==> config.mk <==
export PLATFORM = sky130hd
export DESIGN_NAME = basic_timebase_timer
export DESIGN_NICKNAME = d
export VERILOG_FILES = /design/src/timebase_pkg.sv /design/src/basic_timebase_timer.sv /design/src/timebase_prescaler.sv
export SDC_FILE = /design/constraint.sdc
export NUM_CORES = 1
export LEC_CHECK = 0
export BUFFER_PORTS_ARGS = -buffer_cell sky130_fd_sc_hd__buf_2
export CAP_MARGIN = 20
export CORE_MARGIN = 4
export CORE_UTILIZATION = 45
export CTS_CLUSTER_DIAMETER = 200
export DETAILED_ROUTE_END_ITERATION = 10
export PLACE_DENSITY = 0.64
export SYNTH_ARGS = -nofsm -noshare
export SYNTH_HDL_FRONTEND = slang
export SYNTH_HIERARCHICAL = 1
export SYNTH_SLANG_ARGS = --single-unit
==> constraint.sdc <==
create_clock -name clk_sys -period 3.4 [get_ports clk_sys]
set_clock_uncertainty 0.05 [all_clocks]
set_input_delay 0 -clock clk_sys [delete_from_list [all_inputs] [get_ports clk_sys]]
set_output_delay 0 -clock clk_sys [all_outputs]
set_load 0.02 [all_outputs]
==> src/timebase_pkg.sv <==
// Shared constants and types of the basic up-counting timebase timer.
package timebase_pkg;

	// ------------------------------------------------------------
	// Widths
	// ------------------------------------------------------------
	localparam int unsigned ADDR_W = 8;
	localparam int unsigned DATA_W = 32;
	localparam int unsigned COUNT_W = 16;

	// ------------------------------------------------------------
	// Register byte offsets
	// ------------------------------------------------------------
	localparam logic [ADDR_W-1:0] OFS_CONTROL_ONE = 8'h00;
	localparam logic [ADDR_W-1:0] OFS_CONTROL_TWO = 8'h04;
	localparam logic [ADDR_W-1:0] OFS_REQUEST_ENABLE = 8'h0c;
	localparam logic [ADDR_W-1:0] OFS_EVENT_STATUS = 8'h10;
	localparam logic [ADDR_W-1:0] OFS_EVENT_GENERATE = 8'h14;
	localparam logic [ADDR_W-1:0] OFS_COUNT_VALUE = 8'h24;
	localparam logic [ADDR_W-1:0] OFS_PRESCALE_VALUE = 8'h28;
	localparam logic [ADDR_W-1:0] OFS_RELOAD_VALUE = 8'h2c;

	// ------------------------------------------------------------
	// Field positions
	// ------------------------------------------------------------
	localparam int unsigned RUN_BIT = 0;
	localparam int unsigned BLOCK_BIT = 1;
	localparam int unsigned SOURCE_BIT = 2;
	localparam int unsigned ONE_SHOT_BIT = 3;
	localparam int unsigned RELOAD_BUF_BIT = 7;
	localparam int unsigned TRG_SEL_LSB = 4;
	localparam int unsigned TRG_SEL_MSB = 6;
	localparam int unsigned IRQ_EN_BIT = 0;
	localparam int unsigned DMA_EN_BIT = 8;
	localparam int unsigned FLAG_BIT = 0;
	localparam int unsigned UPDATE_GEN_BIT = 0;

	// ------------------------------------------------------------
	// Trigger output selections and reset values
	// ------------------------------------------------------------
	localparam logic [2:0] TRG_RESET = 3'h0;
	localparam logic [2:0] TRG_ENABLE = 3'h1;
	localparam logic [2:0] TRG_UPDATE = 3'h2;
	localparam logic [COUNT_W-1:0] COUNT_RESET = 16'h0000;
	localparam logic [COUNT_W-1:0] COUNT_STEP = 16'h0001;
	localparam logic [COUNT_W-1:0] LIMIT_RESET = 16'hffff;

	// ------------------------------------------------------------
	// Types
	// ------------------------------------------------------------
	typedef struct packed {
		logic reload_buffer;
		logic one_shot;
		logic source_select;
		logic update_block;
		logic run;
	} control_one_type;

	localparam control_one_type CONTROL_ONE_RESET = 5'h00;

	typedef struct packed {
		logic update_irq_enable;
		logic update_dma_enable;
	} request_enable_type;

endpackage

==> src/basic_timebase_timer.sv <==
// APB-attached basic timebase timer with buffered prescaler and reload limit.
`timescale 1ns/100ps
`default_nettype none

// Operation
// - Sixteen-bit counter that only counts up.
// - Prescaler divides the timer clock by 1 to 65536; its tick advances the counter.
// - The internal timer clock is the only counting source.
// - Counting happens only while the counter run bit is set.
// - Counter climbs from zero; at the reload limit it wraps to zero with overflow.
// - Every update event loads buffered reload and prescale values into active copies.
// - Prescale writes while running wait in a buffer until the next update.
// - Update block bit clear allows updates from overflow, software or slave; set blocks.
// - Source select set lets only overflow raise the update interrupt or DMA.
// - One-shot bit clears the run bit at the next update event.
// - Reload buffer bit clear means reload writes act at once; set waits for update.
// - Control register one resets to zero.
// - Trigger select 000 routes reset, 001 counter enable, 010 update event.
// - Update interrupt enable at bit 0, update DMA enable at bit 8.
// - Update flag set by update; software clears it writing 0, writing 1 keeps it.
module basic_timebase_timer (
	input wire logic clk_sys,
	input wire logic sys_rst,
	input wire logic psel,
	input wire logic penable,
	input wire logic pwrite,
	input wire logic [timebase_pkg::ADDR_W-1:0] paddr,
	input wire logic [timebase_pkg::DATA_W-1:0] pwdata,
	input wire logic slave_update,
	output logic [timebase_pkg::DATA_W-1:0] prdata,
	output logic pready,
	output logic pslverr,
	output logic irq,
	output logic dma_request,
	output logic trigger_output
);

	// ------------------------------------------------------------
	// State
	// ------------------------------------------------------------
	timebase_pkg::control_one_type control;
	timebase_pkg::request_enable_type enables;
	logic [2:0] trigger_output_select;
	logic update_flag;
	logic [timebase_pkg::COUNT_W-1:0] counter_value;
	logic [timebase_pkg::COUNT_W-1:0] prescale_buffer;
	logic [timebase_pkg::COUNT_W-1:0] prescale_factor;
	logic [timebase_pkg::COUNT_W-1:0] reload_buffer;
	logic [timebase_pkg::COUNT_W-1:0] reload_shadow;

	// ------------------------------------------------------------
	// Bus decode
	// ------------------------------------------------------------
	wire logic setup_phase = psel & ~penable;
	wire logic write_strobe = psel & penable & pready & pwrite & ~pslverr;
	wire logic hit_ctrl1 = paddr == timebase_pkg::OFS_CONTROL_ONE;
	wire logic hit_ctrl2 = paddr == timebase_pkg::OFS_CONTROL_TWO;
	wire logic hit_enable = paddr == timebase_pkg::OFS_REQUEST_ENABLE;
	wire logic hit_status = paddr == timebase_pkg::OFS_EVENT_STATUS;
	wire logic hit_generate = paddr == timebase_pkg::OFS_EVENT_GENERATE;
	wire logic hit_count = paddr == timebase_pkg::OFS_COUNT_VALUE;
	wire logic hit_prescale = paddr == timebase_pkg::OFS_PRESCALE_VALUE;
	wire logic hit_reload = paddr == timebase_pkg::OFS_RELOAD_VALUE;
	wire logic mapped = hit_ctrl1 | hit_ctrl2 | hit_enable | hit_status | hit_generate
		| hit_count | hit_prescale | hit_reload;

	wire logic write_ctrl1 = write_strobe & hit_ctrl1;
	wire logic write_ctrl2 = write_strobe & hit_ctrl2;
	wire logic write_enable = write_strobe & hit_enable;
	wire logic write_status = write_strobe & hit_status;
	wire logic write_count = write_strobe & hit_count;
	wire logic write_prescale = write_strobe & hit_prescale;
	wire logic write_reload = write_strobe & hit_reload;

	// ------------------------------------------------------------
	// Timebase events
	// ------------------------------------------------------------
	wire logic software_update_generate = write_strobe & hit_generate
		& pwdata[timebase_pkg::UPDATE_GEN_BIT];
	wire logic count_tick;
	wire logic [timebase_pkg::COUNT_W-1:0] reload_limit;
	wire logic at_limit;
	wire logic overflow;
	wire logic update_event;
	wire logic flag_event;
	wire logic flag_clear;

	// Clock, run gate and the divider clear all feed the prescaler directly.
	timebase_prescaler prescaler (
		.clk_sys(clk_sys),
		.sys_rst(sys_rst),
		.run(control.run),
		.clear(software_update_generate),
		.factor(prescale_factor),
		.tick(count_tick)
	);

	assign reload_limit = control.reload_buffer ? reload_shadow : reload_buffer;
	assign at_limit = counter_value == reload_limit;
	assign overflow = count_tick & at_limit;
	assign update_event = ~control.update_block
		& (overflow | software_update_generate | slave_update);
	assign flag_event = update_event & (~control.source_select | overflow);
	assign flag_clear = write_status & ~pwdata[timebase_pkg::FLAG_BIT];

	// ------------------------------------------------------------
	// Next values
	// ------------------------------------------------------------
	// The software update outranks a bus write to the counter in the same cycle.
	wire logic [timebase_pkg::COUNT_W-1:0] next_counter_value =
		software_update_generate ? timebase_pkg::COUNT_RESET :
		write_count ? pwdata[timebase_pkg::COUNT_W-1:0] :
		overflow ? timebase_pkg::COUNT_RESET :
		count_tick ? counter_value + timebase_pkg::COUNT_STEP :
		counter_value;

	// A flag set in the clearing cycle survives the clear.
	wire logic next_update_flag = flag_event | (update_flag & ~flag_clear);

	wire logic next_trigger =
		(trigger_output_select == timebase_pkg::TRG_RESET) ? software_update_generate :
		(trigger_output_select == timebase_pkg::TRG_ENABLE) ? control.run :
		(trigger_output_select == timebase_pkg::TRG_UPDATE) ? update_event :
		1'b0;

	wire timebase_pkg::control_one_type written_control = '{
		reload_buffer: pwdata[timebase_pkg::RELOAD_BUF_BIT],
		one_shot: pwdata[timebase_pkg::ONE_SHOT_BIT],
		source_select: pwdata[timebase_pkg::SOURCE_BIT],
		update_block: pwdata[timebase_pkg::BLOCK_BIT],
		run: pwdata[timebase_pkg::RUN_BIT]
	};

	// ------------------------------------------------------------
	// Read selection
	// ------------------------------------------------------------
	wire logic [timebase_pkg::DATA_W-1:0] read_control = {24'h000000,
		control.reload_buffer, 3'h0, control.one_shot, control.source_select,
		control.update_block, control.run};
	wire logic [timebase_pkg::DATA_W-1:0] read_select = {25'h0000000,
		trigger_output_select, 4'h0};
	wire logic [timebase_pkg::DATA_W-1:0] read_enable = {23'h000000,
		enables.update_dma_enable, 7'h00, enables.update_irq_enable};
	wire logic [timebase_pkg::DATA_W-1:0] read_data =
		hit_ctrl1 ? read_control :
		hit_ctrl2 ? read_select :
		hit_enable ? read_enable :
		hit_status ? {31'h00000000, update_flag} :
		hit_count ? {16'h0000, counter_value} :
		hit_prescale ? {16'h0000, prescale_buffer} :
		hit_reload ? {16'h0000, reload_buffer} :
		32'h00000000;

	// ------------------------------------------------------------
	// APB answer
	// ------------------------------------------------------------
	// One wait-free access phase: the answer is prepared during setup.
	always_ff @(posedge clk_sys) begin
		if (sys_rst) begin
			pready <= 1'b0;
			pslverr <= 1'b0;
			prdata <= 32'h00000000;
		end else begin
			pready <= setup_phase;
			pslverr <= setup_phase & ~mapped;
			prdata <= (setup_phase & ~pwrite) ? read_data : 32'h00000000;
		end
	end

	// ------------------------------------------------------------
	// Control registers
	// ------------------------------------------------------------
	always_ff @(posedge clk_sys) begin
		if (sys_rst) begin
			control <= timebase_pkg::CONTROL_ONE_RESET;
			trigger_output_select <= timebase_pkg::TRG_RESET;
			enables <= '0;
		end else begin
			if (write_ctrl1) begin
				control <= written_control;
			end
			if (update_event && control.one_shot) begin
				control.run <= 1'b0;
			end
			if (write_ctrl2) begin
				trigger_output_select <=
					pwdata[timebase_pkg::TRG_SEL_MSB:timebase_pkg::TRG_SEL_LSB];
			end
			if (write_enable) begin
				enables.update_irq_enable <= pwdata[timebase_pkg::IRQ_EN_BIT];
				enables.update_dma_enable <= pwdata[timebase_pkg::DMA_EN_BIT];
			end
		end
	end

	// ------------------------------------------------------------
	// Timebase registers
	// ------------------------------------------------------------
	always_ff @(posedge clk_sys) begin
		if (sys_rst) begin
			counter_value <= timebase_pkg::COUNT_RESET;
			prescale_buffer <= timebase_pkg::COUNT_RESET;
			prescale_factor <= timebase_pkg::COUNT_RESET;
			reload_buffer <= timebase_pkg::LIMIT_RESET;
			reload_shadow <= timebase_pkg::LIMIT_RESET;
		end else begin
			counter_value <= next_counter_value;
			if (write_prescale) begin
				prescale_buffer <= pwdata[timebase_pkg::COUNT_W-1:0];
			end
			if (write_reload) begin
				reload_buffer <= pwdata[timebase_pkg::COUNT_W-1:0];
			end
			if (update_event) begin
				prescale_factor <= prescale_buffer;
				reload_shadow <= reload_buffer;
			end
		end
	end

	// ------------------------------------------------------------
	// Status, requests and trigger
	// ------------------------------------------------------------
	always_ff @(posedge clk_sys) begin
		if (sys_rst) begin
			update_flag <= 1'b0;
			irq <= 1'b0;
			dma_request <= 1'b0;
			trigger_output <= 1'b0;
		end else begin
			update_flag <= next_update_flag;
			irq <= next_update_flag & enables.update_irq_enable;
			dma_request <= flag_event & enables.update_dma_enable;
			trigger_output <= next_trigger;
		end
	end
endmodule // basic_timebase_timer

`default_nettype wire

==> src/timebase_prescaler.sv <==
// Programmable prescaler that turns the timer clock into count ticks.
`timescale 1ns/100ps
`default_nettype none

module timebase_prescaler (
	input wire logic clk_sys,
	input wire logic sys_rst,
	input wire logic run,
	input wire logic clear,
	input wire logic [timebase_pkg::COUNT_W-1:0] factor,
	output logic tick
);

	logic [timebase_pkg::COUNT_W-1:0] divider;

	// A factor lowered at an update can leave the divider above it, so compare with >=.
	assign tick = run & (divider >= factor);

	always_ff @(posedge clk_sys) begin
		if (sys_rst || clear) begin
			divider <= timebase_pkg::COUNT_RESET;
		end else if (run) begin
			divider <= tick ? timebase_pkg::COUNT_RESET : divider + timebase_pkg::COUNT_STEP;
		end
	end

endmodule // timebase_prescaler

`default_nettype wire

==> results of run 1 <==
critical path, cell delays in order (launching register included):
cell and delay, ps:
dfxtp_1 350, inv_1 60, ha_1 330, nand4_1 170, or3_1 390, o32ai_2 140, nor3_2 110, nor2b_1 220
inv_1 90, nor3_1 170, o2111a_1 240, and4_4 330, buf_4 180, a211oi_1 50, or2_1 240
timing repair:
item,4_1_cts,5_1_grt
hold endpoints to repair,59,0
cloned,0,1
hold buffers,18,0
resized for setup,1,5
pin swaps,0,2
endpoints found under the setup margin,17,41
setup buffers,0,0
cells by family after synthesis:
family | Yosys count | share of synthesized area (%)
AOI/OAI and AO/OA | 173 | 18.7
xor gates and xnor gates | 40 | 5.15
adders and majority gates | 18 | 3.31
buffers and inverters | 112 | 8.55
DFF | 128 | 37.6
muxes | 18 | 2.74
other | 1 | 0.0551
and+or+nand+nor | 322 | 23.9
power by group through the flow:
stage	clock network, µW	logic, µW	registers [µW]
after floorplan	0	122	1560
after global placement	0	156	1560
after detailed placement	0	161	1560
after CTS	1880	177	1530
after global routing	1950	194	1530
final	1850	180	1530
worst paths after layout:
check                  endpoint  slack, ps  cells after the start           startpoint
max            counter_value[3]        190                     14  prescale_factor[11]
min                  control[0]         40                      4         slave_update
max reg2reg    counter_value[3]        190                     14  prescale_factor[11]
min reg2reg  prescale_buffer[4]        420                      2   prescale_buffer[4]
cell usage after synthesis (16+ instances only):
cell type | instances | area share, %
nand2_1 | 143 | 7.9
a32oi_1 | 16 | 2.1
clkbuf_1 | 33 | 1.8
nor2_1 | 37 | 2.0
dfxtp_1 | 128 | 38
xnor2_1 | 25 | 3.2
inv_1 | 40 | 2.2
and3_1 | 21 | 1.9
o211ai_1 | 34 | 3.7
ha_1 | 18 | 3.3
buf_4 | 20 | 2.2
a222oi_1 | 16 | 2.4
nand3_1 | 53 | 3.9
a21oi_1 | 50 | 3.7
mux2i_1 | 16 | 2.4
layer usage:
layer / up-vias / track usage [%]
met5: - / 0
met4: 0 / 6.96
met3: 29 / 5.65
met2: 263 / 38.3
met1: 3032 / 30.8
li1: 3006 / -
flip-flops by register name, indices dropped and copies added, names as in the netlist:
name	flops
control	5
dma_request	1
irq	1
prescaler/divider	16
update_flag	1
prescale_factor	16
pready	1
prescale_buffer	16
prdata	16
reload_shadow	16
reload_buffer	16
counter_value	16
pslverr	1
enables	2
trigger_output_select	3
trigger_output	1
per-stage QoR:
stage	setup slack [ps]	setup TNS (ps)	total power, µW	hold slack, ps	instances
after floorplan	444	0	1680	46.4	827
final	191	0	3570	39.8	1064
after global placement	12.6	0	1720	157	1013
after CTS	57.1	0	3580	26.7	1063
after global routing	29.5	0	3680	77.4	1064
after detailed placement	-32.3	-86.1	1730	168	1013
layout make-up:
class / instances / area share, %
flip-flops and latches: 128 / 32.2
clock buffers: 19 / 5.57
clock inverters: 13 / 2.03
inverters: 40 / 1.89
repair buffers: 93 / 8.35
multi-input cells: 587 / 47.1
well taps: 184 / 2.89
==> impl_metrics.prom, run 1 <==
# TYPE chip_impl_metric gauge
chip_impl_metric{name="routed_wirelength",unit="mm"} 19.8
chip_impl_metric{name="clockPowerShare",unit="%"} 51.9
chip_impl_metric{name="critPathArrivalTime",unit="ps"} 3470
chip_impl_metric{name="layout.core_utilization",unit="%"} 54.1
chip_impl_info{name="top_layer_used",value="met4"} 1
chip_impl_metric{name="routabilityCongestion",unit=""} 0.915
chip_impl_metric{name="antenna_diode_count",unit=""} 0
chip_impl_info{name="hp-class",value="primary input to flip-flop"} 1
chip_impl_metric{name="internal_power",unit="µW"} 2750
chip_impl_metric{name="clock_sink_count",unit=""} 128
chip_impl_metric{name="syn_inst",unit=""} 812
chip_impl_metric{name="antenna_found_initial",unit=""} 0
chip_impl_metric{name="seq_power_share",unit="%"} 43.0
chip_impl_metric{name="ys_async_sr_fraction",unit="%"} 0
chip_impl_metric{name="gr-usage-all-layers",unit="%"} 23.5
chip_impl_metric{name="drtPass1Iterations",unit=""} 7
chip_impl_info{name="timing_worst_setup_path_type",value="flip-flop to flip-flop"} 1
chip_impl_metric{name="postSynthAreaPerCell",unit="µm²"} 8.38
chip_impl_metric{name="dieHeight",unit="µm"} 131
chip_impl_metric{name="timing.final.crit_share",unit="%"} 94.4
chip_impl_metric{name="cts_made_buffers",unit=""} 17
chip_impl_metric{name="synth_edf_count",unit=""} 0
chip_impl_metric{name="wl_met3",unit="mm"} 1.43
chip_impl_metric{name="critical_path.max_fanout",unit=""} 6
chip_impl_info{name="most_frequent_standard_cell_in_the_layout_excluding_fill_and_tap_cells",value="nand2_1"} 1
chip_impl_metric{name="irDropWorstVdd",unit="mV"} 0.367
chip_impl_metric{name="fillerInstances",unit=""} 1322
chip_impl_metric{name="detail-route-antenna-nets",unit=""} 0
chip_impl_metric{name="multi_input_area",unit="µm²"} 3750
chip_impl_metric{name="grt_overflow_total",unit=""} 0
chip_impl_metric{name="yosysSeqAreaShare",unit="%"} 37.6
chip_impl_metric{name="post_synth_instance_area",unit="µm²"} 6810
chip_impl_metric{name="ctsLongestPathBuffers",unit=""} 2
chip_impl_info{name="crit_path_end_kind",value="flip-flop"} 1
chip_impl_metric{name="detail_route.wirelength.met1",unit="mm"} 8.51
chip_impl_metric{name="count_of_different_cell_masters_after_synthesis",unit=""} 72
chip_impl_metric{name="core-area",unit="µm²"} 14700
chip_impl_metric{name="setup_viol",unit=""} 0
chip_impl_metric{name="cap_viol_max_count",unit=""} 0
chip_impl_metric{name="final_layout_size_suffix_gt1_share",unit="%"} 15.7
chip_impl_metric{name="fmaxAchievable",unit="MHz"} 312
chip_impl_info{name="synth_top_flop_cell",value="dfxtp_1"} 1
chip_impl_metric{name="crit_required",unit="ps"} 3660
chip_impl_info{name="most-common-layout-cells",value="nand2_1 (143), dfxtp_1 (128), nand3_1 (53)"} 1
chip_impl_metric{name="worst_slew_margin_rel",unit="%"} 34.7
chip_impl_metric{name="share_comb_of_total_power",unit="%"} 5.1
chip_impl_metric{name="leakagePower",unit="µW"} 0.00304
chip_impl_metric{name="nNetsFinal",unit=""} 931
chip_impl_info{name="outcome",value="finished clean"} 1
chip_impl_metric{name="sequential_cell_area",unit="µm²"} 2560
chip_impl_metric{name="first_iter_violations",unit=""} 751
chip_impl_metric{name="dp.final_hpwl",unit="mm"} 13.9
chip_impl_info{name="tritoncts",value="yes"} 1
chip_impl_metric{name="global_route_wire_length_before_repair",unit="mm"} 31.2
chip_impl_metric{name="die-area",unit="µm²"} 17200
chip_impl_metric{name="net-switching-power",unit="µW"} 818
chip_impl_metric{name="clock_insertion_delay_worst_skew",unit="ps"} 420
chip_impl_metric{name="area_delta_synth_final",unit="%"} 16.9
chip_impl_metric{name="power_per_cell_area",unit="nW/µm²"} 448
chip_impl_metric{name="die_w",unit="µm"} 131
chip_impl_metric{name="route.detailed.vias_per_inst",unit=""} 5.95
chip_impl_metric{name="maxSlewViolCount",unit=""} 0
chip_impl_metric{name="ys_warn_count",unit=""} 6
chip_impl_metric{name="place.port_buffers",unit=""} 50
chip_impl_metric{name="met2WireLength",unit="mm"} 9.51
chip_impl_metric{name="design.portCount",unit=""} 83
chip_impl_metric{name="wl_per_cell",unit="µm"} 18.6
chip_impl_metric{name="switching_share",unit="%"} 23.0
chip_impl_metric{name="first_global_vias",unit=""} 5915
chip_impl_info{name="start_kind",value="flip-flop"} 1
chip_impl_metric{name="yosys_register_bits",unit=""} 128
chip_impl_info{name="root_buffer",value="clkbuf_16"} 1
chip_impl_metric{name="vias",unit=""} 6330
chip_impl_metric{name="cts_max_level",unit=""} 4
chip_impl_info{name="grt_setup_unrepaired",value="false"} 1
chip_impl_metric{name="tightestPinTransition",unit="ps"} 975
chip_impl_metric{name="clk_transition_reported_paths",unit="ps"} 60
chip_impl_metric{name="grt_start_max_net_pins",unit=""} 50
chip_impl_metric{name="final_area",unit="µm²"} 7960
chip_impl_metric{name="detail_route.drc_violations",unit=""} 0
chip_impl_metric{name="placement.cell_area",unit="µm²"} 7120
chip_impl_metric{name="std_cell_rows",unit=""} 44
chip_impl_metric{name="hold_viol",unit=""} 0
chip_impl_metric{name="period_minus_ws_final",unit="ps"} 3210
chip_impl_metric{name="floorplan.initialDensity",unit="%"} 46.3
Power figures use the tool's default switching activity.
==> inputs of run 2 (changes only) <==
ABC_AREA = 1   (was unset)
==> run 2 against run 1 <==
Area after synthesis fell by 1.8%. Sequential share of layout area rose by 0.48 points. Critical endpoint is now control[0]. Routed wire length fell by 3.0%. Via count rose by 2.5%. Core utilization fell by 0.19 points. Synthesized cell count rose by 21%.
==> impl_metrics.prom, run 2 <==
# TYPE chip_impl_metric gauge
chip_impl_info{name="outcome",value="finished clean"} 1
chip_impl_metric{name="nNetsFinal",unit=""} 1123
chip_impl_metric{name="reg2reg_setup_slack",unit="ps"} 520
chip_impl_metric{name="cap_viol_max_count",unit=""} 0
chip_impl_metric{name="detail-route-antenna-nets",unit=""} 0
chip_impl_metric{name="worst_hold_path.num_cells",unit=""} 6
chip_impl_metric{name="netlist.area_leader.share",unit="%"} 38.4
chip_impl_info{name="r2r-start",value="prescaler/divider[0]"} 1
chip_impl_metric{name="leakagePower",unit="µW"} 0.00349
chip_impl_metric{name="path_buf_inv",unit=""} 5
chip_impl_metric{name="timing.final.crit_share",unit="%"} 84.6
chip_impl_info{name="synth_common_cells",value="nand2_1 (249), dfxtp_1 (128), inv_1 (123), nor2_1 (110), nand3_1 (84)"} 1
chip_impl_metric{name="wl_per_cell",unit="µm"} 15.3
chip_impl_metric{name="grt_overflow_total",unit=""} 0
chip_impl_metric{name="setup_viol",unit=""} 0
chip_impl_metric{name="totalNegativeSetupSlack",unit="ps"} 0
chip_impl_metric{name="critPathArrivalTime",unit="ps"} 3140
chip_impl_metric{name="antenna_diode_count",unit=""} 0
chip_impl_metric{name="clock_sink_count",unit=""} 128
chip_impl_metric{name="clock_insertion_delay_worst_skew",unit="ps"} 430
chip_impl_metric{name="ys_async_sr_fraction",unit="%"} 0
chip_impl_info{name="most_frequent_standard_cell_in_the_layout_excluding_fill_and_tap_cells",value="nand2_1"} 1
chip_impl_info{name="crit_path_end_kind",value="flip-flop"} 1
chip_impl_metric{name="worst_r2r_path_depth",unit=""} 22
chip_impl_metric{name="area_delta_synth_final",unit="%"} 17.4
chip_impl_metric{name="std_cell_rows",unit=""} 44
chip_impl_info{name="crit-reg2reg-capture",value="control[0]"} 1
chip_impl_metric{name="m2_gr_usage",unit="%"} 37.9
chip_impl_metric{name="post_synth_instance_area",unit="µm²"} 6680
chip_impl_metric{name="first_iter_violations",unit=""} 471
chip_impl_metric{name="antenna_found_initial",unit=""} 0
chip_impl_metric{name="grt.met1_usage",unit="%"} 30.1
chip_impl_metric{name="fillerInstances",unit=""} 1451
chip_impl_metric{name="critical_path.max_fanout",unit=""} 12
chip_impl_info{name="tritoncts",value="yes"} 1
chip_impl_metric{name="period_minus_ws_final",unit="ps"} 2880
chip_impl_metric{name="drtPass1Iterations",unit=""} 6
chip_impl_metric{name="maxSlewViolCount",unit=""} 0
chip_impl_info{name="root_buffer",value="clkbuf_16"} 1
chip_impl_info{name="start_kind",value="flip-flop"} 1
chip_impl_metric{name="first_global_vias",unit=""} 6063
chip_impl_metric{name="crit_required",unit="ps"} 3670
chip_impl_metric{name="floorplan.initialDensity",unit="%"} 46.0
chip_impl_metric{name="final_layout_size_suffix_gt1_share",unit="%"} 10.6
chip_impl_metric{name="tightestPinTransition",unit="ps"} 758
chip_impl_metric{name="detail_route.drc_violations",unit=""} 0
chip_impl_metric{name="dp.final_hpwl",unit="mm"} 13.9
chip_impl_metric{name="grt_use_met3",unit="%"} 6.18
chip_impl_metric{name="ctsLongestPathBuffers",unit=""} 2
chip_impl_metric{name="ys_warn_count",unit=""} 6
chip_impl_metric{name="power_per_cell_area",unit="nW/µm²"} 441
chip_impl_metric{name="core-area",unit="µm²"} 14500
chip_impl_metric{name="syn_inst",unit=""} 983
chip_impl_metric{name="gr-usage-all-layers",unit="%"} 23.2
chip_impl_metric{name="yosysSeqAreaShare",unit="%"} 38.4
chip_impl_metric{name="die-area",unit="µm²"} 16900
chip_impl_metric{name="routed_wirelength",unit="mm"} 19.2
chip_impl_metric{name="hold_viol",unit=""} 0
chip_impl_metric{name="yosys_register_bits",unit=""} 128
chip_impl_metric{name="design.portCount",unit=""} 83
chip_impl_metric{name="routabilityCongestion",unit=""} 0.900
chip_impl_metric{name="fmaxAchievable",unit="MHz"} 348
chip_impl_info{name="min_delay_worst_endpoint",value="prdata[0]"} 1
chip_impl_metric{name="dieHeight",unit="µm"} 130
chip_impl_info{name="worstPathCellList",value="inv_1 > ha_1 > nand2_1 > nor2_1 > nor2_1 > nand2_1 > nand2_1 > nand2_1 > nand2_1 > nand2_1 > nand2_1 > inv_1 > inv_1 > a21oi_1 > nand3_1 > nor2_1 > nand3_1 > nand2_1 > nand2_1 > buf_4 > o21ai_1 > inv_1"} 1
chip_impl_metric{name="layout.core_utilization",unit="%"} 54.0
chip_impl_metric{name="worst_slew_margin_rel",unit="%"} 49.3
chip_impl_metric{name="place.port_buffers",unit=""} 50
chip_impl_metric{name="clk_transition_reported_paths",unit="ps"} 60
chip_impl_metric{name="irDropWorstVdd",unit="mV"} 0.366
chip_impl_metric{name="worst_slack",unit="ps"} 524
chip_impl_info{name="synth_top_flop_cell",value="dfxtp_1"} 1
chip_impl_metric{name="vias",unit=""} 6487
chip_impl_metric{name="route.detailed.vias_per_inst",unit=""} 5.16
chip_impl_info{name="grt_busiest_layer",value="met2"} 1
chip_impl_info{name="crit_slowest_cell",value="dfxtp_1"} 1
chip_impl_metric{name="postSynthAreaPerCell",unit="µm²"} 6.80
chip_impl_info{name="ys_top_cells_by_area",value="dfxtp_1 (38%), nand2_1 (14%), inv_1 (6.9%)"} 1
chip_impl_info{name="timing_worst_setup_path_type",value="flip-flop to flip-flop"} 1
chip_impl_info{name="synthMostInstantiatedCell",value="nand2_1"} 1
chip_impl_metric{name="grt_start_max_net_pins",unit=""} 67
chip_impl_metric{name="cts_max_level",unit=""} 4
chip_impl_info{name="hp-class",value="primary input to flip-flop"} 1
chip_impl_info{name="most-common-layout-cells",value="nand2_1 (249), dfxtp_1 (128), inv_1 (122)"} 1
chip_impl_metric{name="cp_slowest_stage_delay",unit="ps"} 360
chip_impl_metric{name="global_route_wire_length_before_repair",unit="mm"} 30.6
chip_impl_metric{name="pre_cts_ws",unit="ps"} 535
chip_impl_metric{name="die_w",unit="µm"} 130
chip_impl_metric{name="count_of_different_cell_masters_after_synthesis",unit=""} 44
chip_impl_metric{name="post_cts_gate_resize_count",unit=""} 0
chip_impl_info{name="grt_setup_unrepaired",value="false"} 1
chip_impl_info{name="critical_path.top_delay_family",value="simple AND/OR/NAND/NOR gates"} 1
chip_impl_metric{name="synth_edf_count",unit=""} 0
chip_impl_info{name="most_area_hungry_cell_type_in_the_yosys_netlist",value="dfxtp_1"} 1
chip_impl_info{name="crit_path_frequent_cell",value="nand2_1"} 1
chip_impl_info{name="worst_hold_startpoint",value="paddr[5]"} 1
chip_impl_metric{name="cts_made_buffers",unit=""} 17
==> run 2: cell type report <==
class / instances / area (µm²) / share of cell area (%)
inverters: 127 / 479 / 6.11
multi-input cells: 694 / 3390 / 43.2
flip-flops and latches: 128 / 2560 / 32.7
clock inverters: 9 / 83.8 / 1.07
well taps: 184 / 230 / 2.94
repair buffers: 91 / 618 / 7.88
clock buffers: 23 / 478 / 6.10
==> run 2: how the worst max path moves through the flow <==
stage,cells past startpoint,endpoint,slack [ps],start
after global routing,22,prescale_factor[15],150,prescale_factor[3]
after global placement,22,prescale_factor[15],560,prescaler/divider[0]
after detailed placement,22,prescale_factor[15],540,prescaler/divider[0]
after floorplan,23,reload_shadow[0],1060,prescaler/divider[0]
after CTS,22,prescale_factor[15],530,prescaler/divider[0]
final,22,control[0],520,prescaler/divider[0]
==> run 2: tightest hold or removal path, delay by kind of cell <==
kind                   cells  cell delay [ps]
AND/OR/NAND/NOR            5              340
buffers and inverters      1              100
==> run 2: routing by layer <==
layer  vias up  wire length (µm)  part of all wire [%]
met2       205              8910                    46
met3        33              1290                   6.7
li1       3303                 -                     -
met5         -                 0                     0
met4         0               433                   2.3
met1      2946              8540                    45
==> run 2: cell families (layout without fill, tap and decap cells) <==
logic type      after synthesis  count (layout)  synth area share (%)
compound gates              165             165                  14.3
xor+xnor                     18              18                  2.36
fa+ha+maj                    18              18                  3.37
buf+inv                     176             250                  11.8
flops                       128             128                  38.4
mux                           1               1                 0.150
other cells                   1              16                0.0561
simple gates                476             476                  29.6
==> run 2: where the power goes <==
part,switching [µW],total (µW),leakage (µW),internal (µW)
combinational,127,194,0.00219,67.0
clock,676,1730,0.000265,1060
sequential,10.5,1530,0.00104,1520
==> run 2: per-stage QoR <==
stage / instances / power, µW / hold WS [ps] / area [µm²]
after detailed placement: 1200 / 1740 / 228 / 7040
final: 1256 / 3460 / 19.1 / 7840
after floorplan: 998 / 1690 / 43.9 / 6740
after CTS: 1256 / 3480 / 14.1 / 7840
after global routing: 1256 / 3590 / 58.6 / 7840
after global placement: 1200 / 1740 / 220 / 7040
==> run 2: what timing repair did <==
item	in CTS	in global routing
buffers inserted	0	0
hold endpoints to repair	61	0
hold buffers	24	0
==> inputs of run 3 (changes only) <==
ABC_AREA = 0   (was 1)
clock period = 2.9 ns   (was 3.4 ns; I/O delays follow)
==> run 3 against run 2 <==
The run now ends with negative setup slack left. Non-clock buffer count grew 63. Critical endpoint is now counter_value[3]. Die area grew 1.8%. Sequential power grew 17%. Critical path depth shrank 8. Sequential cell count is the same. Largest power group unchanged. Worst hold slack gained 15 ps. Setup slack lost 680 ps. Core utilization grew 6.0 points. Largest cell class unchanged. Fmax shrank 5.9%.
==> impl_metrics.prom, run 3 (same netlist as run 1, synthesis figures left out) <==
# TYPE chip_impl_metric gauge
chip_impl_info{name="outcome",value="finished, violations left"} 1
chip_impl_info{name="violations_in_the_final_reports",value="negative setup slack"} 1
chip_impl_info{name="crit_path_end_kind",value="flip-flop"} 1
chip_impl_info{name="tritoncts",value="yes"} 1
chip_impl_info{name="most-common-layout-cells",value="nand2_1 (143), dfxtp_1 (113), buf_4 (73)"} 1
chip_impl_metric{name="antenna_found_initial",unit=""} 0
chip_impl_metric{name="routabilityCongestion",unit=""} 0.975
chip_impl_metric{name="first_iter_violations",unit=""} 502
chip_impl_info{name="most_frequent_standard_cell_in_the_layout_excluding_fill_and_tap_cells",value="nand2_1"} 1
chip_impl_metric{name="reg2reg_setup_slack",unit="ps"} -160
chip_impl_metric{name="floorplan.initialDensity",unit="%"} 46.3
chip_impl_metric{name="std_cell_rows",unit=""} 44
chip_impl_metric{name="die_w",unit="µm"} 131
chip_impl_metric{name="worst_slew_margin_rel",unit="%"} 39.1
chip_impl_metric{name="gr-usage-all-layers",unit="%"} 25.3
chip_impl_metric{name="fillerInstances",unit=""} 1260
chip_impl_metric{name="finalPower",unit="µW"} 4420
chip_impl_metric{name="worst_slack",unit="ps"} -156
chip_impl_metric{name="place.port_buffers",unit=""} 50
chip_impl_metric{name="ctsLongestPathBuffers",unit=""} 2
chip_impl_info{name="hp-class",value="primary input to flip-flop"} 1
chip_impl_metric{name="maxSlewViolCount",unit=""} 0
chip_impl_metric{name="fmaxAchievable",unit="MHz"} 327
chip_impl_metric{name="hold_viol",unit=""} 0
chip_impl_info{name="cp-endpoint",value="counter_value[3]"} 1
chip_impl_metric{name="critPathArrivalTime",unit="ps"} 3310
chip_impl_metric{name="layoutNonFillerInstCount",unit=""} 1126
chip_impl_metric{name="area_delta_synth_final",unit="%"} 29.4
chip_impl_metric{name="power_per_cell_area",unit="nW/µm²"} 502
chip_impl_metric{name="critical_path.max_fanout",unit=""} 6
chip_impl_metric{name="clock_insertion_delay_worst_skew",unit="ps"} 420
chip_impl_metric{name="drtPass1Iterations",unit=""} 8
chip_impl_metric{name="placed_cells",unit=""} 1054
chip_impl_metric{name="wl_per_cell",unit="µm"} 19.2
chip_impl_metric{name="first_global_vias",unit=""} 6411
chip_impl_metric{name="routed_wirelength",unit="mm"} 21.6
chip_impl_metric{name="final_layout_size_suffix_gt1_share",unit="%"} 27.1
chip_impl_metric{name="die-area",unit="µm²"} 17200
chip_impl_metric{name="setup_viol",unit=""} 44
chip_impl_metric{name="tightestPinTransition",unit="ps"} 902
chip_impl_metric{name="detail-route-antenna-nets",unit=""} 0
chip_impl_metric{name="leakagePower",unit="µW"} 0.00346
chip_impl_metric{name="dp.final_hpwl",unit="mm"} 14.6
chip_impl_metric{name="pre_cts_ws",unit="ps"} -401
chip_impl_metric{name="route.detailed.vias_per_inst",unit=""} 5.92
chip_impl_metric{name="antenna_diode_count",unit=""} 0
chip_impl_metric{name="whs",unit="ps"} 33.8
chip_impl_metric{name="cap_viol_max_count",unit=""} 0
chip_impl_metric{name="core-area",unit="µm²"} 14700
chip_impl_metric{name="crit_required",unit="ps"} 3160
chip_impl_metric{name="irDropWorstVdd",unit="mV"} 0.509
chip_impl_info{name="start_kind",value="flip-flop"} 1
chip_impl_metric{name="cts_made_buffers",unit=""} 17
chip_impl_info{name="r2r-start",value="prescale_factor[5]"} 1
chip_impl_info{name="grt_setup_unrepaired",value="true"} 1
chip_impl_metric{name="design.portCount",unit=""} 83
chip_impl_metric{name="grt_start_max_net_pins",unit=""} 50
chip_impl_info{name="root_buffer",value="clkbuf_16"} 1
chip_impl_metric{name="clock_sink_count",unit=""} 128
chip_impl_metric{name="detail_route.drc_violations",unit=""} 0
chip_impl_metric{name="grt_overflow_total",unit=""} 0
chip_impl_metric{name="vias",unit=""} 6666
chip_impl_info{name="crit-reg2reg-capture",value="counter_value[3]"} 1
chip_impl_metric{name="worst_r2r_path_depth",unit=""} 14
chip_impl_metric{name="global_route_wire_length_before_repair",unit="mm"} 33.6
chip_impl_info{name="timing_worst_setup_path_type",value="flip-flop to flip-flop"} 1
chip_impl_metric{name="timing.final.crit_share",unit="%"} 105
chip_impl_info{name="startpoint",value="prescale_factor[5]"} 1
chip_impl_metric{name="nNetsFinal",unit=""} 993
chip_impl_metric{name="dieHeight",unit="µm"} 131
chip_impl_metric{name="clk_transition_reported_paths",unit="ps"} 60
chip_impl_metric{name="cts_max_level",unit=""} 4
chip_impl_metric{name="period_minus_ws_final",unit="ps"} 3060
-- run 3: critical path: stages (launching register included) --
cell and delay (ps):
dfxtp_2 340, inv_2 50, ha_4 250, nand4_1 150, or3_4 440, o32ai_4 180
nor3_4 80, nor2b_2 180, and3_1 180, o2111a_1 230, and4_4 290, buf_12 130
buf_12 130, a211oi_2 40, or2_1 230
-- run 3: layout make-up --
cell class                      count  area [µm²]  share of cell area (%)
Clock buffer                       17         425                    4.83
Multi-Input combinational cell    588        4030                    45.7
Timing Repair Buffer              154        1160                    13.2
Sequential cell                   128        2580                    29.3
Clock inverter                     15         233                    2.64
Inverter                           40         150                    1.70
Tap cell                          184         230                    2.61
-- run 3: power breakdown --
part / switching (µW) / internal (µW) / leakage (µW)
clock: 858 / 1540 / 0.000307
combinational: 153 / 80.9 / 0.00211
sequential: 18.1 / 1780 / 0.00104
total: 1030 / 3400 / 0.00346
-- run 3: how the worst min path moves through the flow --
stage | start | end | slack [ps] | cells after the start
2_1_floorplan | penable | pready | 50 | 1
3_3_place_gp | penable | pready | 160 | 2
3_5_place_dp | penable | pready | 170 | 2
4_1_cts | pwrite | prdata[3] | 10 | 3
5_1_grt | pwrite | prdata[3] | 50 | 3
6_report | pwrite | prdata[3] | 30 | 3
-- run 3: layer usage --
metal,vias up,track usage (%),share of wire (%)
met3,48,7.36,8.6
met1,3195,31.2,41
met2,291,41.5,48
li1,3132,-,-
met5,-,0,0
met4,0,9.98,2.5
-- run 3: repair_timing --
action | CTS | global route
gates resized for setup | 53 | 30
cloned | 1 | 1
hold endpoints to repair | 58 | 0
endpoints found under the setup margin | 53 | 68
buffers inserted | 15 | 5
pin swaps | 25 | 21
hold buffers | 19 | 0
-- run 3: metrics by stage --
stage          instance area [µm²]  setup TNS (ps)  util [%]
2_1_floorplan                 6860               0         -
3_3_place_gp                  7450          -10470      50.7
3_5_place_dp                  7450          -14890      50.7
4_1_cts                       8620            -531      58.7
5_1_grt                       8810           -9600      59.9
6_report                      8810           -3530      59.9
